--- config.mk ---
export PLATFORM = sky130hd
export DESIGN_NAME = fan_duty_operating_point_regs
export DESIGN_NICKNAME = d
export VERILOG_FILES = /design/src/inc/fan_regs_pkg.sv /design/src/core/pin_sync.sv /design/src/core/fan_duty_operating_point_regs.sv
export SDC_FILE = /design/constraint.sdc
export NUM_CORES = 1
export LEC_CHECK = 0
export BUFFER_PORTS_ARGS = -buffer_cell sky130_fd_sc_hd__clkbuf_2
export CORE_MARGIN = 3
export CORE_UTILIZATION = 30
export CTS_BUF_LIST = sky130_fd_sc_hd__clkbuf_16
export CTS_CLUSTER_DIAMETER = 50
export CTS_CLUSTER_SIZE = 8
export DETAILED_ROUTE_END_ITERATION = 16
export PLACE_DENSITY_LB_ADDON = 0.2
export REMOVE_ABC_BUFFERS = 1
export SYNTH_ARGS = -nofsm -noshare
export SYNTH_HDL_FRONTEND = slang
export SYNTH_SLANG_ARGS = --single-unit
--- constraint.sdc ---
create_clock -name clock_i -period 2.8 [get_ports clock_i]
set_clock_uncertainty 0.2 [all_clocks]
set_input_delay 0.42 -clock clock_i [delete_from_list [all_inputs] [get_ports clock_i]]
set_output_delay 0.42 -clock clock_i [all_outputs]
set_load 0.05 [all_outputs]
--- src/inc/fan_regs_pkg.sv ---
// Register map, field positions, reset values and bus carriers for the fan duty register bank.
package fan_regs_pkg;

    // ==========================================================
    // Register indices (byte address is four times the index)
    // ==========================================================
    localparam logic [2:0][7:0] IDX_DUTY = {8'h32, 8'h31, 8'h30};
    localparam logic [2:0][7:0] IDX_TARGET = {8'h35, 8'h34, 8'h33};
    localparam logic [7:0] IDX_FLOOR_CTRL1 = 8'h36;
    localparam logic [2:0][7:0] IDX_TEMP = {8'h27, 8'h26, 8'h25};
    localparam logic [3:0][7:0] IDX_FAN_SPEED_INPUT_LO = {8'h2e, 8'h2c, 8'h2a, 8'h28};
    localparam logic [3:0][7:0] IDX_FAN_SPEED_INPUT_HI = {8'h2f, 8'h2d, 8'h2b, 8'h29};
    localparam logic [7:0] IDX_EXT_RES2 = 8'h77;
    localparam logic [7:0] IDX_CONFIG5 = 8'h7c;
    localparam logic [7:0] IDX_LOCK_CTRL = 8'h50;
    localparam logic [7:0] IDX_FAN_MODE = 8'h51;
    localparam logic [7:0] IDX_CORE_STATUS = 8'h52;

    // ==========================================================
    // Field positions
    // ==========================================================
    localparam int CTRL1_CYCLE_MSB_BIT = 0;
    localparam int CTRL1_GUARD_BIT = 1;
    localparam int CTRL1_CAPTURE_LSB = 2;
    localparam int CTRL1_DYN_LSB = 5;
    localparam int EXT2_LSB = 2;
    localparam int CONFIG5_TWOS_BIT = 0;
    localparam int LOCK_BIT = 0;
    localparam int MODE_ALERT_BIT = 3;
    localparam int STATUS_CORE_LOW_BIT = 1;
    localparam int ADDR_IDX_LSB = 2;
    localparam int ADDR_IDX_MSB = 9;

    // ==========================================================
    // Reset values and codes
    // ==========================================================
    localparam logic [7:0] DUTY_RESET = 8'h00;
    localparam logic [7:0] TARGET_RESET = 8'ha4;
    localparam logic [7:0] FLOOR_CTRL1_RESET = 8'h00;
    localparam logic [7:0] DUTY_FULL = 8'hff;
    localparam logic [7:0] DUTY_STARTUP_READ = 8'h00;
    localparam logic [7:0] TEMP_OFFSET64 = 8'h40;
    localparam logic [7:0] FAULT_TWOS = 8'h80;
    localparam logic [7:0] FAULT_OFFSET64 = 8'h00;
    localparam logic [15:0] FAN_SPEED_INPUT_FAULT = 16'hffff;
    localparam logic [1:0] RESP_OKAY = 2'h0;
    localparam logic [1:0] RESP_SLVERR = 2'h2;

    // ==========================================================
    // AXI4-Lite carriers
    // ==========================================================
    typedef struct packed {
        logic [31:0] awaddr;
        logic awvalid;
        logic [31:0] wdata;
        logic [3:0] wstrb;
        logic wvalid;
        logic bready;
        logic [31:0] araddr;
        logic arvalid;
        logic rready;
    } axil_req_s;

    typedef struct packed {
        logic awready;
        logic wready;
        logic [1:0] bresp;
        logic bvalid;
        logic arready;
        logic [31:0] rdata;
        logic [1:0] rresp;
        logic rvalid;
    } axil_rsp_s;

endpackage

--- src/core/pin_sync.sv ---
// Three-stage input synchroniser that passes a bit once the second and third stages agree.
`timescale 1ns/1ps
module pin_sync #(
    parameter int WIDTH = 2
) (
    // Clock and reset
    input wire logic clock_i,
    input wire logic nrst_i,
    // Asynchronous inputs and their synchronised levels
    input wire logic [WIDTH-1:0] din_i,
    output logic [WIDTH-1:0] dout_o
);

    typedef struct packed {
        logic [WIDTH-1:0] ff1;
        logic [WIDTH-1:0] ff2;
        logic [WIDTH-1:0] ff3;
        logic [WIDTH-1:0] dout;
    } sync_s;

    sync_s s_reg;
    sync_s s_next;

    always_comb begin
        s_next = s_reg;
        s_next.ff1 = din_i;
        s_next.ff2 = s_reg.ff1;
        s_next.ff3 = s_reg.ff2;
        for (int i = 0; i < WIDTH; i++) begin
            if (s_reg.ff2[i] == s_reg.ff3[i]) begin
                s_next.dout[i] = s_reg.ff3[i];
            end
        end
    end

    always_ff @(posedge clock_i) begin
        if (!nrst_i) begin
            s_reg <= '0;
        end else begin
            s_reg <= s_next;
        end
    end

    assign dout_o = s_reg.dout;

endmodule

--- src/core/fan_duty_operating_point_regs.sv ---
// Fan drive duty, operating point targets and adaptive floor control register bank on AXI4-Lite.
//
// Register access over AXI4-Lite was left to the implementer.
`timescale 1ns/1ps
module fan_duty_operating_point_regs (
    // Clock and reset
    input wire logic clock_i,
    input wire logic nrst_i,
    // Register bus
    input wire fan_regs_pkg::axil_req_s axil_req_i,
    output fan_regs_pkg::axil_rsp_s axil_rsp_o,
    // Pins
    input wire logic thermal_alarm_pin_n_i,
    input wire logic standby_power_i,
    // Measurement and control loop inputs
    input wire logic core_voltage_low_i,
    input wire logic [2:0][7:0] temp_i,
    input wire logic [2:0][1:0] temp_ext_i,
    input wire logic [2:0] diode_fault_i,
    input wire logic [3:0][15:0] fan_speed_input_count_i,
    input wire logic [3:0] fan_speed_input_fault_i,
    input wire logic [2:0][7:0] auto_duty_i,
    input wire logic [2:0] fan_startup_i,
    // Fan drive and control loop outputs
    output logic [2:0][7:0] fan_duty_o,
    output logic [2:0] fan_pwm_o,
    output logic [2:0][7:0] target_temp_o,
    output logic [2:0] floor_adjust_en_o,
    output logic remote2_cycle_msb_o,
    output logic processor_hot_monitor_en_o,
    output logic shutdown_block_o,
    output logic alert_o
);

    // ==========================================================
    // State
    // ==========================================================
    typedef struct packed {
        logic awready;
        logic wready;
        logic aw_held;
        logic w_held;
        logic [31:0] aw_addr;
        logic [7:0] w_byte;
        logic w_lane0;
        logic bvalid;
        logic [1:0] bresp;
        logic arready;
        logic rvalid;
        logic [31:0] rdata;
        logic [1:0] rresp;
        logic [2:0][7:0] duty;
        logic [2:0][7:0] target;
        logic [7:0] ctrl1;
        logic lock;
        logic twos_fmt;
        logic [2:0] fan_auto;
        logic alert_en;
        logic core_low_flag;
        logic [2:0][7:0] temp_snap;
        logic [7:0] ext_snap;
        logic [2:0] frozen;
        logic [7:0] pwm_cnt;
        logic [2:0] pwm;
        logic [2:0] floor_en;
        logic hot_mon_en;
        logic shdn_block;
        logic alert;
        logic cycle_msb;
    } state_s;

    state_s s_reg;
    state_s s_next;

    logic [1:0] pins_sync;
    logic alarm;
    logic standby;
    logic guard;
    logic [2:0][7:0] rep_temp;
    logic [7:0] ext_live;
    logic [8:0] wdec;
    logic [8:0] rdec;
    logic [7:0] rd8;
    logic [15:0] fan_speed_input;

    // ==========================================================
    // Decoding helpers
    // ==========================================================
    // Returns the register index with a valid flag on top.
    function automatic logic [8:0] decode(input logic [31:0] addr);
        logic ok;
        ok = (addr[31:fan_regs_pkg::ADDR_IDX_MSB+1] == '0)
             && (addr[fan_regs_pkg::ADDR_IDX_LSB-1:0] == '0);
        return {ok, addr[fan_regs_pkg::ADDR_IDX_MSB:fan_regs_pkg::ADDR_IDX_LSB]};
    endfunction

    // Temperature in the selected format, with the fault code on a bad diode.
    function automatic logic [7:0] report_temp(input logic [7:0] raw, input logic fault,
                                               input logic twos);
        logic [7:0] v;
        if (fault) begin
            v = twos ? fan_regs_pkg::FAULT_TWOS : fan_regs_pkg::FAULT_OFFSET64;
        end else begin
            v = twos ? raw : 8'(raw + fan_regs_pkg::TEMP_OFFSET64);
        end
        return v;
    endfunction

    // ==========================================================
    // Pin synchronisation
    // ==========================================================
    // The alarm pin is inverted ahead of the chain so reset means no alarm.
    pin_sync #(
        .WIDTH(2)
    ) u_pin_sync (
        .clock_i(clock_i),
        .nrst_i(nrst_i),
        .din_i({standby_power_i, ~thermal_alarm_pin_n_i}),
        .dout_o(pins_sync)
    );

    assign alarm = pins_sync[0];
    assign standby = pins_sync[1];

    // ==========================================================
    // Next state
    // ==========================================================
    always_comb begin
        s_next = s_reg;
        rd8 = 8'h00;
        fan_speed_input = 16'h0000;
        ext_live = 8'h00;
        wdec = decode(s_reg.aw_addr);
        rdec = decode(axil_req_i.araddr);
        guard = s_reg.ctrl1[fan_regs_pkg::CTRL1_GUARD_BIT] & standby & core_voltage_low_i;
        for (int ch = 0; ch < 3; ch++) begin
            rep_temp[ch] = report_temp(temp_i[ch], diode_fault_i[ch], s_reg.twos_fmt);
            ext_live[fan_regs_pkg::EXT2_LSB + 2*ch +: 2] = temp_ext_i[ch];
        end

        // Live readings refresh only while not frozen by an extended read.
        for (int ch = 0; ch < 3; ch++) begin
            if (!s_reg.frozen[ch]) begin
                s_next.temp_snap[ch] = rep_temp[ch];
            end
            if (s_reg.fan_auto[ch]) begin
                s_next.duty[ch] = auto_duty_i[ch];
            end
        end
        if (s_reg.frozen == 3'h0) begin
            s_next.ext_snap = ext_live;
        end

        // Write response retires before a new write can execute.
        if (s_reg.bvalid && axil_req_i.bready) begin
            s_next.bvalid = 1'b0;
        end

        if (s_reg.aw_held && s_reg.w_held && !s_reg.bvalid) begin
            s_next.aw_held = 1'b0;
            s_next.w_held = 1'b0;
            s_next.bvalid = 1'b1;
            s_next.bresp = wdec[8] ? fan_regs_pkg::RESP_OKAY : fan_regs_pkg::RESP_SLVERR;
            if (wdec[8]) begin
                for (int ch = 0; ch < 3; ch++) begin
                    if (wdec[7:0] == fan_regs_pkg::IDX_DUTY[ch]) begin
                        if (s_reg.w_lane0 && !s_reg.fan_auto[ch]) begin
                            s_next.duty[ch] = s_reg.w_byte;
                        end
                    end
                    if (wdec[7:0] == fan_regs_pkg::IDX_TARGET[ch]) begin
                        if (s_reg.lock) begin
                            s_next.bresp = fan_regs_pkg::RESP_SLVERR;
                        end else if (s_reg.w_lane0) begin
                            s_next.target[ch] = s_reg.w_byte;
                        end
                    end
                end
                if (wdec[7:0] == fan_regs_pkg::IDX_FLOOR_CTRL1) begin
                    if (s_reg.lock) begin
                        s_next.bresp = fan_regs_pkg::RESP_SLVERR;
                    end else if (s_reg.w_lane0) begin
                        s_next.ctrl1 = s_reg.w_byte;
                    end
                end
                if (s_reg.w_lane0) begin
                    if (wdec[7:0] == fan_regs_pkg::IDX_CONFIG5) begin
                        s_next.twos_fmt = s_reg.w_byte[fan_regs_pkg::CONFIG5_TWOS_BIT];
                    end
                    if (wdec[7:0] == fan_regs_pkg::IDX_LOCK_CTRL
                        && s_reg.w_byte[fan_regs_pkg::LOCK_BIT]) begin
                        s_next.lock = 1'b1;
                    end
                    if (wdec[7:0] == fan_regs_pkg::IDX_FAN_MODE) begin
                        s_next.fan_auto = s_reg.w_byte[2:0];
                        s_next.alert_en = s_reg.w_byte[fan_regs_pkg::MODE_ALERT_BIT];
                    end
                    if (wdec[7:0] == fan_regs_pkg::IDX_CORE_STATUS
                        && s_reg.w_byte[fan_regs_pkg::STATUS_CORE_LOW_BIT]) begin
                        s_next.core_low_flag = 1'b0;
                    end
                end
            end
        end

        if (s_reg.awready && axil_req_i.awvalid) begin
            s_next.aw_held = 1'b1;
            s_next.aw_addr = axil_req_i.awaddr;
        end
        if (s_reg.wready && axil_req_i.wvalid) begin
            s_next.w_held = 1'b1;
            s_next.w_byte = axil_req_i.wdata[7:0];
            s_next.w_lane0 = axil_req_i.wstrb[0];
        end

        // Read channel: one word in flight, answered the cycle after acceptance.
        if (s_reg.rvalid && axil_req_i.rready) begin
            s_next.rvalid = 1'b0;
        end
        if (s_reg.arready && axil_req_i.arvalid) begin
            s_next.rvalid = 1'b1;
            s_next.rresp = fan_regs_pkg::RESP_SLVERR;
            if (rdec[8]) begin
                for (int ch = 0; ch < 3; ch++) begin
                    if (rdec[7:0] == fan_regs_pkg::IDX_DUTY[ch]) begin
                        s_next.rresp = fan_regs_pkg::RESP_OKAY;
                        rd8 = fan_startup_i[ch] ? fan_regs_pkg::DUTY_STARTUP_READ
                                                : s_reg.duty[ch];
                    end
                    if (rdec[7:0] == fan_regs_pkg::IDX_TARGET[ch]) begin
                        s_next.rresp = fan_regs_pkg::RESP_OKAY;
                        rd8 = s_reg.target[ch];
                    end
                    if (rdec[7:0] == fan_regs_pkg::IDX_TEMP[ch]) begin
                        s_next.rresp = fan_regs_pkg::RESP_OKAY;
                        rd8 = s_reg.frozen[ch] ? s_reg.temp_snap[ch] : rep_temp[ch];
                        s_next.frozen[ch] = 1'b0;
                    end
                end
                for (int f = 0; f < 4; f++) begin
                    fan_speed_input = fan_speed_input_fault_i[f] ? fan_regs_pkg::FAN_SPEED_INPUT_FAULT
                                                      : fan_speed_input_count_i[f];
                    if (rdec[7:0] == fan_regs_pkg::IDX_FAN_SPEED_INPUT_LO[f]) begin
                        s_next.rresp = fan_regs_pkg::RESP_OKAY;
                        rd8 = fan_speed_input[7:0];
                    end
                    if (rdec[7:0] == fan_regs_pkg::IDX_FAN_SPEED_INPUT_HI[f]) begin
                        s_next.rresp = fan_regs_pkg::RESP_OKAY;
                        rd8 = fan_speed_input[15:8];
                    end
                end
                if (rdec[7:0] == fan_regs_pkg::IDX_EXT_RES2) begin
                    s_next.rresp = fan_regs_pkg::RESP_OKAY;
                    if (s_reg.frozen == 3'h0) begin
                        rd8 = ext_live;
                        s_next.ext_snap = ext_live;
                        for (int ch = 0; ch < 3; ch++) begin
                            s_next.temp_snap[ch] = rep_temp[ch];
                        end
                    end else begin
                        rd8 = s_reg.ext_snap;
                    end
                    s_next.frozen = 3'h7;
                end
                if (rdec[7:0] == fan_regs_pkg::IDX_FLOOR_CTRL1) begin
                    s_next.rresp = fan_regs_pkg::RESP_OKAY;
                    rd8 = s_reg.ctrl1;
                end
                if (rdec[7:0] == fan_regs_pkg::IDX_CONFIG5) begin
                    s_next.rresp = fan_regs_pkg::RESP_OKAY;
                    rd8[fan_regs_pkg::CONFIG5_TWOS_BIT] = s_reg.twos_fmt;
                end
                if (rdec[7:0] == fan_regs_pkg::IDX_LOCK_CTRL) begin
                    s_next.rresp = fan_regs_pkg::RESP_OKAY;
                    rd8[fan_regs_pkg::LOCK_BIT] = s_reg.lock;
                end
                if (rdec[7:0] == fan_regs_pkg::IDX_FAN_MODE) begin
                    s_next.rresp = fan_regs_pkg::RESP_OKAY;
                    rd8[2:0] = s_reg.fan_auto;
                    rd8[fan_regs_pkg::MODE_ALERT_BIT] = s_reg.alert_en;
                end
                if (rdec[7:0] == fan_regs_pkg::IDX_CORE_STATUS) begin
                    s_next.rresp = fan_regs_pkg::RESP_OKAY;
                    rd8[fan_regs_pkg::STATUS_CORE_LOW_BIT] = s_reg.core_low_flag;
                end
            end
            s_next.rdata = {24'h000000, rd8};
        end

        // Alarm capture overrides a host write to the same target in the same cycle.
        for (int ch = 0; ch < 3; ch++) begin
            if (alarm && s_reg.ctrl1[fan_regs_pkg::CTRL1_CAPTURE_LSB + ch]) begin
                s_next.target[ch] = rep_temp[ch];
            end
        end

        // Guard sets the sticky flag after the clear so a simultaneous event wins.
        if (guard) begin
            s_next.core_low_flag = 1'b1;
        end
        s_next.floor_en = s_reg.ctrl1[fan_regs_pkg::CTRL1_DYN_LSB +: 3] & {3{~guard}};
        s_next.hot_mon_en = ~guard;
        s_next.shdn_block = guard;
        s_next.alert = s_next.core_low_flag & s_reg.alert_en;
        s_next.cycle_msb = s_reg.ctrl1[fan_regs_pkg::CTRL1_CYCLE_MSB_BIT];

        // Linear duty: the compare against a free-running count spans 0 to 100 percent.
        s_next.pwm_cnt = 8'(s_reg.pwm_cnt + 8'h01);
        for (int ch = 0; ch < 3; ch++) begin
            s_next.pwm[ch] = (s_reg.duty[ch] == fan_regs_pkg::DUTY_FULL)
                             || (s_reg.pwm_cnt < s_reg.duty[ch]);
        end

        s_next.awready = !s_next.aw_held && !s_next.bvalid;
        s_next.wready = !s_next.w_held && !s_next.bvalid;
        s_next.arready = !s_next.rvalid;
    end

    // ==========================================================
    // State register
    // ==========================================================
    always_ff @(posedge clock_i) begin
        if (!nrst_i) begin
            s_reg <= '0;
            s_reg.awready <= 1'b1;
            s_reg.wready <= 1'b1;
            s_reg.arready <= 1'b1;
            s_reg.hot_mon_en <= 1'b1;
            s_reg.duty <= {3{fan_regs_pkg::DUTY_RESET}};
            s_reg.target <= {3{fan_regs_pkg::TARGET_RESET}};
            s_reg.ctrl1 <= fan_regs_pkg::FLOOR_CTRL1_RESET;
        end else begin
            s_reg <= s_next;
        end
    end

    // ==========================================================
    // Outputs
    // ==========================================================
    assign axil_rsp_o.awready = s_reg.awready;
    assign axil_rsp_o.wready = s_reg.wready;
    assign axil_rsp_o.bresp = s_reg.bresp;
    assign axil_rsp_o.bvalid = s_reg.bvalid;
    assign axil_rsp_o.arready = s_reg.arready;
    assign axil_rsp_o.rdata = s_reg.rdata;
    assign axil_rsp_o.rresp = s_reg.rresp;
    assign axil_rsp_o.rvalid = s_reg.rvalid;
    assign fan_duty_o = s_reg.duty;
    assign fan_pwm_o = s_reg.pwm;
    assign target_temp_o = s_reg.target;
    assign floor_adjust_en_o = s_reg.floor_en;
    assign remote2_cycle_msb_o = s_reg.cycle_msb;
    assign processor_hot_monitor_en_o = s_reg.hot_mon_en;
    assign shutdown_block_o = s_reg.shdn_block;
    assign alert_o = s_reg.alert;

endmodule

Word-level counts from Yosys, hierarchy flattened
Cells that the tools add are included.
{"block": "word_totals", "ff_bits": 184, "output_inout_bits": 99, "wordCells": 278}
{"block": "op_classes", "add_sub_neg": 4, "n_lt_le_gt_ge": 3, "eq_ne": 42, "n_mux": 118, "bitwise_logic": 7, "n_reduce_logical": 60}
{"operator": "$mux 8", "n": 54}
{"operator": "$eq 8x6->1 const B", "n": 25}
{"operator": "$mux 35", "n": 4}
{"operator": "$mux 63", "n": 2}
{"operator": "$eq 8x7->1 const B", "n": 9}
{"operator": "$mux 2", "n": 35}
{"operator": "$mux 16", "n": 4}
{"operator": "$logic_not 22->1", "n": 2}
{"operator": "$mux 32", "n": 1}
{"operator": "$reduce_bool 2->1", "n": 15}
{"operator": "$add 8x7->8 const B", "n": 3}
{"operator": "$eq 8x8->1 const B", "n": 3}
{"operator": "$lt 8x8->1", "n": 3}
{"operator": "$reduce_and 5->1", "n": 4}
{"operator": "$logic_and 1x1->1", "n": 19}
{"operator": "$mux 1", "n": 14}
{"operator": "$reduce_and 4->1", "n": 3}
{"operator": "$reduce_and 3->1", "n": 3}
{"operator": "$add 8x1->8 const B", "n": 1}
{"operator": "$logic_not 1->1", "n": 8}
{"operator": "$mux 4", "n": 2}
{"operator": "$mux 7", "n": 1}
{"operator": "$ne 2x1->1 const B", "n": 3}
{"operator": "$logic_not 2->1", "n": 2}
{"operator": "other kinds (7)", "n": 14}

Longest topological paths before layout
{"block": "logic_depth", "depth_word": 28, "depth_mapped": 9, "mapped_depth_nobuf": 7}

Hierarchy
A second synthesis with hierarchy kept.
{"block": "hier_totals", "cells_unflattened": 1358, "hier_area_um2": 10737.8}
{"mod": "fan_duty_operating_point_regs", "n_inst": 1, "cells_each": 1336, "area_per_inst_um2": 10485.1}
{"mod": "pin_sync", "n_inst": 1, "cells_each": 22, "area_per_inst_um2": 252.7}

Worst setup path before layout
OpenSTA, ideal clock, no wires.
{"block": "synth_timing", "path_type": "flip-flop to flip-flop", "from": "register s_reg[188] (netlist bit)", "to": "register s_reg (netlist bit target_temp_o[23])", "arrival_time_ns": 2.325, "required_ns": 2.486, "slack_ns": 0.161, "path_stages_with_launch": 8, "synth_period_minus_slack_ns": 2.639, "path_cell_list": "dfxtp_1 -> or4_4 -> or3_1 -> buf_6 -> nor4_4 -> mux2i_1 -> nand2_1 -> a21o_1"}
{"block": "synth_via", "elab_chain_len": 4}
{"element": "start: declaration", "line": "fan_duty_operating_point_regs.sv:72", "source": "state_s s_reg;"}
{"element": "start signal: assignment", "line": "fan_duty_operating_point_regs.sv:333", "source": "s_reg <= s_next;"}
{"element": "$logic_not 22->1", "line": "fan_duty_operating_point_regs.sv:92", "source": "ok = (addr[31:fan_regs_pkg::ADDR_IDX_MSB+1] == '0)"}
{"element": "$logic_and 1x1->1", "line": "fan_duty_operating_point_regs.sv:93", "source": "&& (addr[fan_regs_pkg::ADDR_IDX_LSB-1:0] == '0);"}
{"element": "$reduce_bool 2->1 (no line)"}
{"element": "$reduce_and 5->1 (no line)"}
No other way between the ends.
A chain may end at the register's enable or synchronous reset.

Worst setup path after layout
{"block": "layout_timing", "from": "register s_reg[188] (netlist bit)", "to": "register s_reg (netlist bit target_temp_o[15])"}
The elaborated chain is that of the path after synthesis.

==> results.toml <==
[run_status]
status = "complete, no violations"

[power_and_ir_drop]
power.switching_mw = 1.68
irDropWorstVdd_mv = 0.471
leakagePower_nw = 5.49
power_frac_seq = 0.464
pwr-share-comb = 0.149
p_clk_frac = 0.387
intPower_mw = 4.21
power_density_nw_per_um2 = 436
swShare = 0.286

[logic_synthesis]
synthTopCellsByArea = "dfxtp_1, nand2_1, buf_4, mux2i_1, a21oi_1"
synthArstFlopShare = 0
yosysUniqueCellTypes = 78
ys_seq_area_frac = 0.339
syn-mean-instance-area_um2 = 7.84
yosysTopAreaCell = "dfxtp_1"
syn_area_um2 = 10800
synth_edf_count = 0
ys_ff_latch = 182
synth_top_area_share = 0.339
yosys_warnings = 0
synth_flop_cell = "dfxtp_1"
synth_cells = 1373

[placed_design]
io_buffers = 283
dpl.hpwl_um = 35700
place_area_um2 = 12600
finalWeightedCongestion = 0.954

[routing]
via_count = 11200
wl_per_cell_um = 21.4
viasPerCell = 5.27
ant_nets = 0
drtIter0Drc = 781
firstDrtPassIters = 6
drcViolationCount = 0
routed_wl_um = 45300

[critical_path]
end_kind = "flop"
cp_top_family = "simple AND/OR/NAND/NOR gates"
critPathLaunchType = "flop"
path_class = "reg2reg"
crit_chain = "or4_4 > or3_1 > nor4_4 > buf_12 > mux2i_1 > mux2i_1 > nand2b_1"
critPathBufInv = 1
critPathMaxStageDelay_ns = 0.54
cpMaxStageDelayCell = "or4_4"
crit_path_max_fanout = 10
reg2reg_setup_slack_ns = 0.15
critPathArrivalTime_ns = 2.77
cp_common_cell = "mux2i_1"
crit_required_ns = 2.92

[layout]
fin_util = 0.387
fin_area_um2 = 13500
nets = 1914
mostFrequentLayoutCells = "clkbuf_2, nand2_1, dfxtp_1"
drive_gt1_frac = 0.264
area_growth_pct = 25.7
largest_register_ffs = 100
final_common_cell = "clkbuf_2"

[floorplan]
core_um2 = 35000
rows = 68
die_h_um = 195
die_area_um2 = 38200
ioPinCount = 337
start_util = 0.308
die_w_um = 195

[global_routing]
grt_max_degree = 83
grt_pass1_vias = 11000
grt_pass1_wl_um = 67300
grt_usage = 0.229
grt_overflow = 0
antenna_found_initial = 5

[sta]
hold_violations = 0
worstMarginPinSlew_ns = 0.602
setup_violations = 0
fin_crit_ns = 2.65
fin_crit_sh = 0.947
max_freq_mhz = 377
rsz0062_at_grt = "no"
slew_violations = 0
slew_headroom = 0.599

[clocking]
insertion_delay_ns = 0.44
cts_tree = "built"
htree_levels = 4
clock-sinks = 182
cts.reportedPaths.clkPinSlew_ns = 0.07
cts_buffers = 17
cts.path.max_buffers = 2
root_buffer = "clkbuf_16"
cts-resized-gates = 0

[run]
maxCapViolations = 0

[min_path]
hp-class = "in2reg"
## power groups by stage
stage / sequential [mW] / combinational (mW) / clock (mW)
floorplan: 2.81 / 0.370 / 0
global placement: 2.79 / 0.829 / 0
detailed placement: 2.79 / 0.832 / 0
CTS: 2.73 / 0.873 / 2.34
global route: 2.74 / 0.949 / 2.45
finish: 2.73 / 0.876 / 2.28
## cell type report
cell class              count  area, um^2
repair buffers            416        2590
clock buffers              17         425
multi-input cells         993        6020
diodes                      1        2.50
well taps                 455         569
flip-flops and latches    182        3640
clock inverters            13         111
inverters                  44         166
fillers                  3741       21400
## cell usage after synthesis, drive strengths merged, types with 14 or more instances
library cell,number
inv,43
o21ai,71
nor3,25
nand2,194
mux2i,58
and2,26
and3,14
a21oi,108
clkbuf,75
nor4,27
nor3b,19
buf,104
nand3,43
nand4,17
nor2,93
o22ai,18
a211oi,22
dfxtp,182
nand2b,23
ha,22
## cells by family after synthesis
kind of cell             synth area share
flip-flops                          0.339
AO/OA/AOI/OAI                       0.190
XOR/XNOR                          0.00814
other                            0.000349
AND/OR/NAND/NOR                     0.267
multiplexers                       0.0581
adder cells (fa/ha/maj)            0.0256
buffers and inverters               0.112
## worst paths after layout
path                                           start              endpoint  cells after the start
worst max-delay path                      s_reg[188]     target_temp_o[15]                      7
worst min-delay path                  axil_req_i[75]            s_reg[166]                      3
worst max register to register            s_reg[188]     target_temp_o[15]                      7
worst min register to register  u_pin_sync.s_next[4]  u_pin_sync.s_next[2]                      1
## through the flow
stage                     worst slack, ns  cells  hold slack (ns)  power, mW  TNS, ns
after global routing               0.0282   2121         0.000151       6.15        0
after CTS                          0.0761   2119         0.000430       5.95        0
after detailed placement          -0.0732   2055            0.220       3.63  -0.0732
final                               0.148   2121           0.0177       5.89        0
after floorplan                     -1.55   1219            0.212       3.18   -19.06
after global placement             -0.149   2055            0.217       3.62   -0.149
## tightest hold or removal path, stage by stage
cell and delay, ns:
clkbuf_2 0.09, nand2_1 0.05, a21oi_1 0.05
## timing repair
item | 4_1_cts | 5_1_grt
endpoints found under the hold margin | 34 | 0
setup buffers | 0 | 1
hold buffers | 34 | 0
setup endpoints to repair | 0 | 15
## layer usage
| layer | share of wire | GRT usage | wire, um | vias to the layer above |
|---|---|---|---|---|
| met5 | 0.0013 | 0 | 57 | - |
| met4 | 0.027 | 0.0737 | 1220 | 8 |
| met3 | 0.075 | 0.0473 | 3390 | 66 |
| met2 | 0.47 | 0.381 | 21300 | 457 |
| met1 | 0.43 | 0.298 | 19400 | 5276 |
| li1 | - | - | - | 5365 |
No activity file was read; power rests on OpenSTA's default activity.
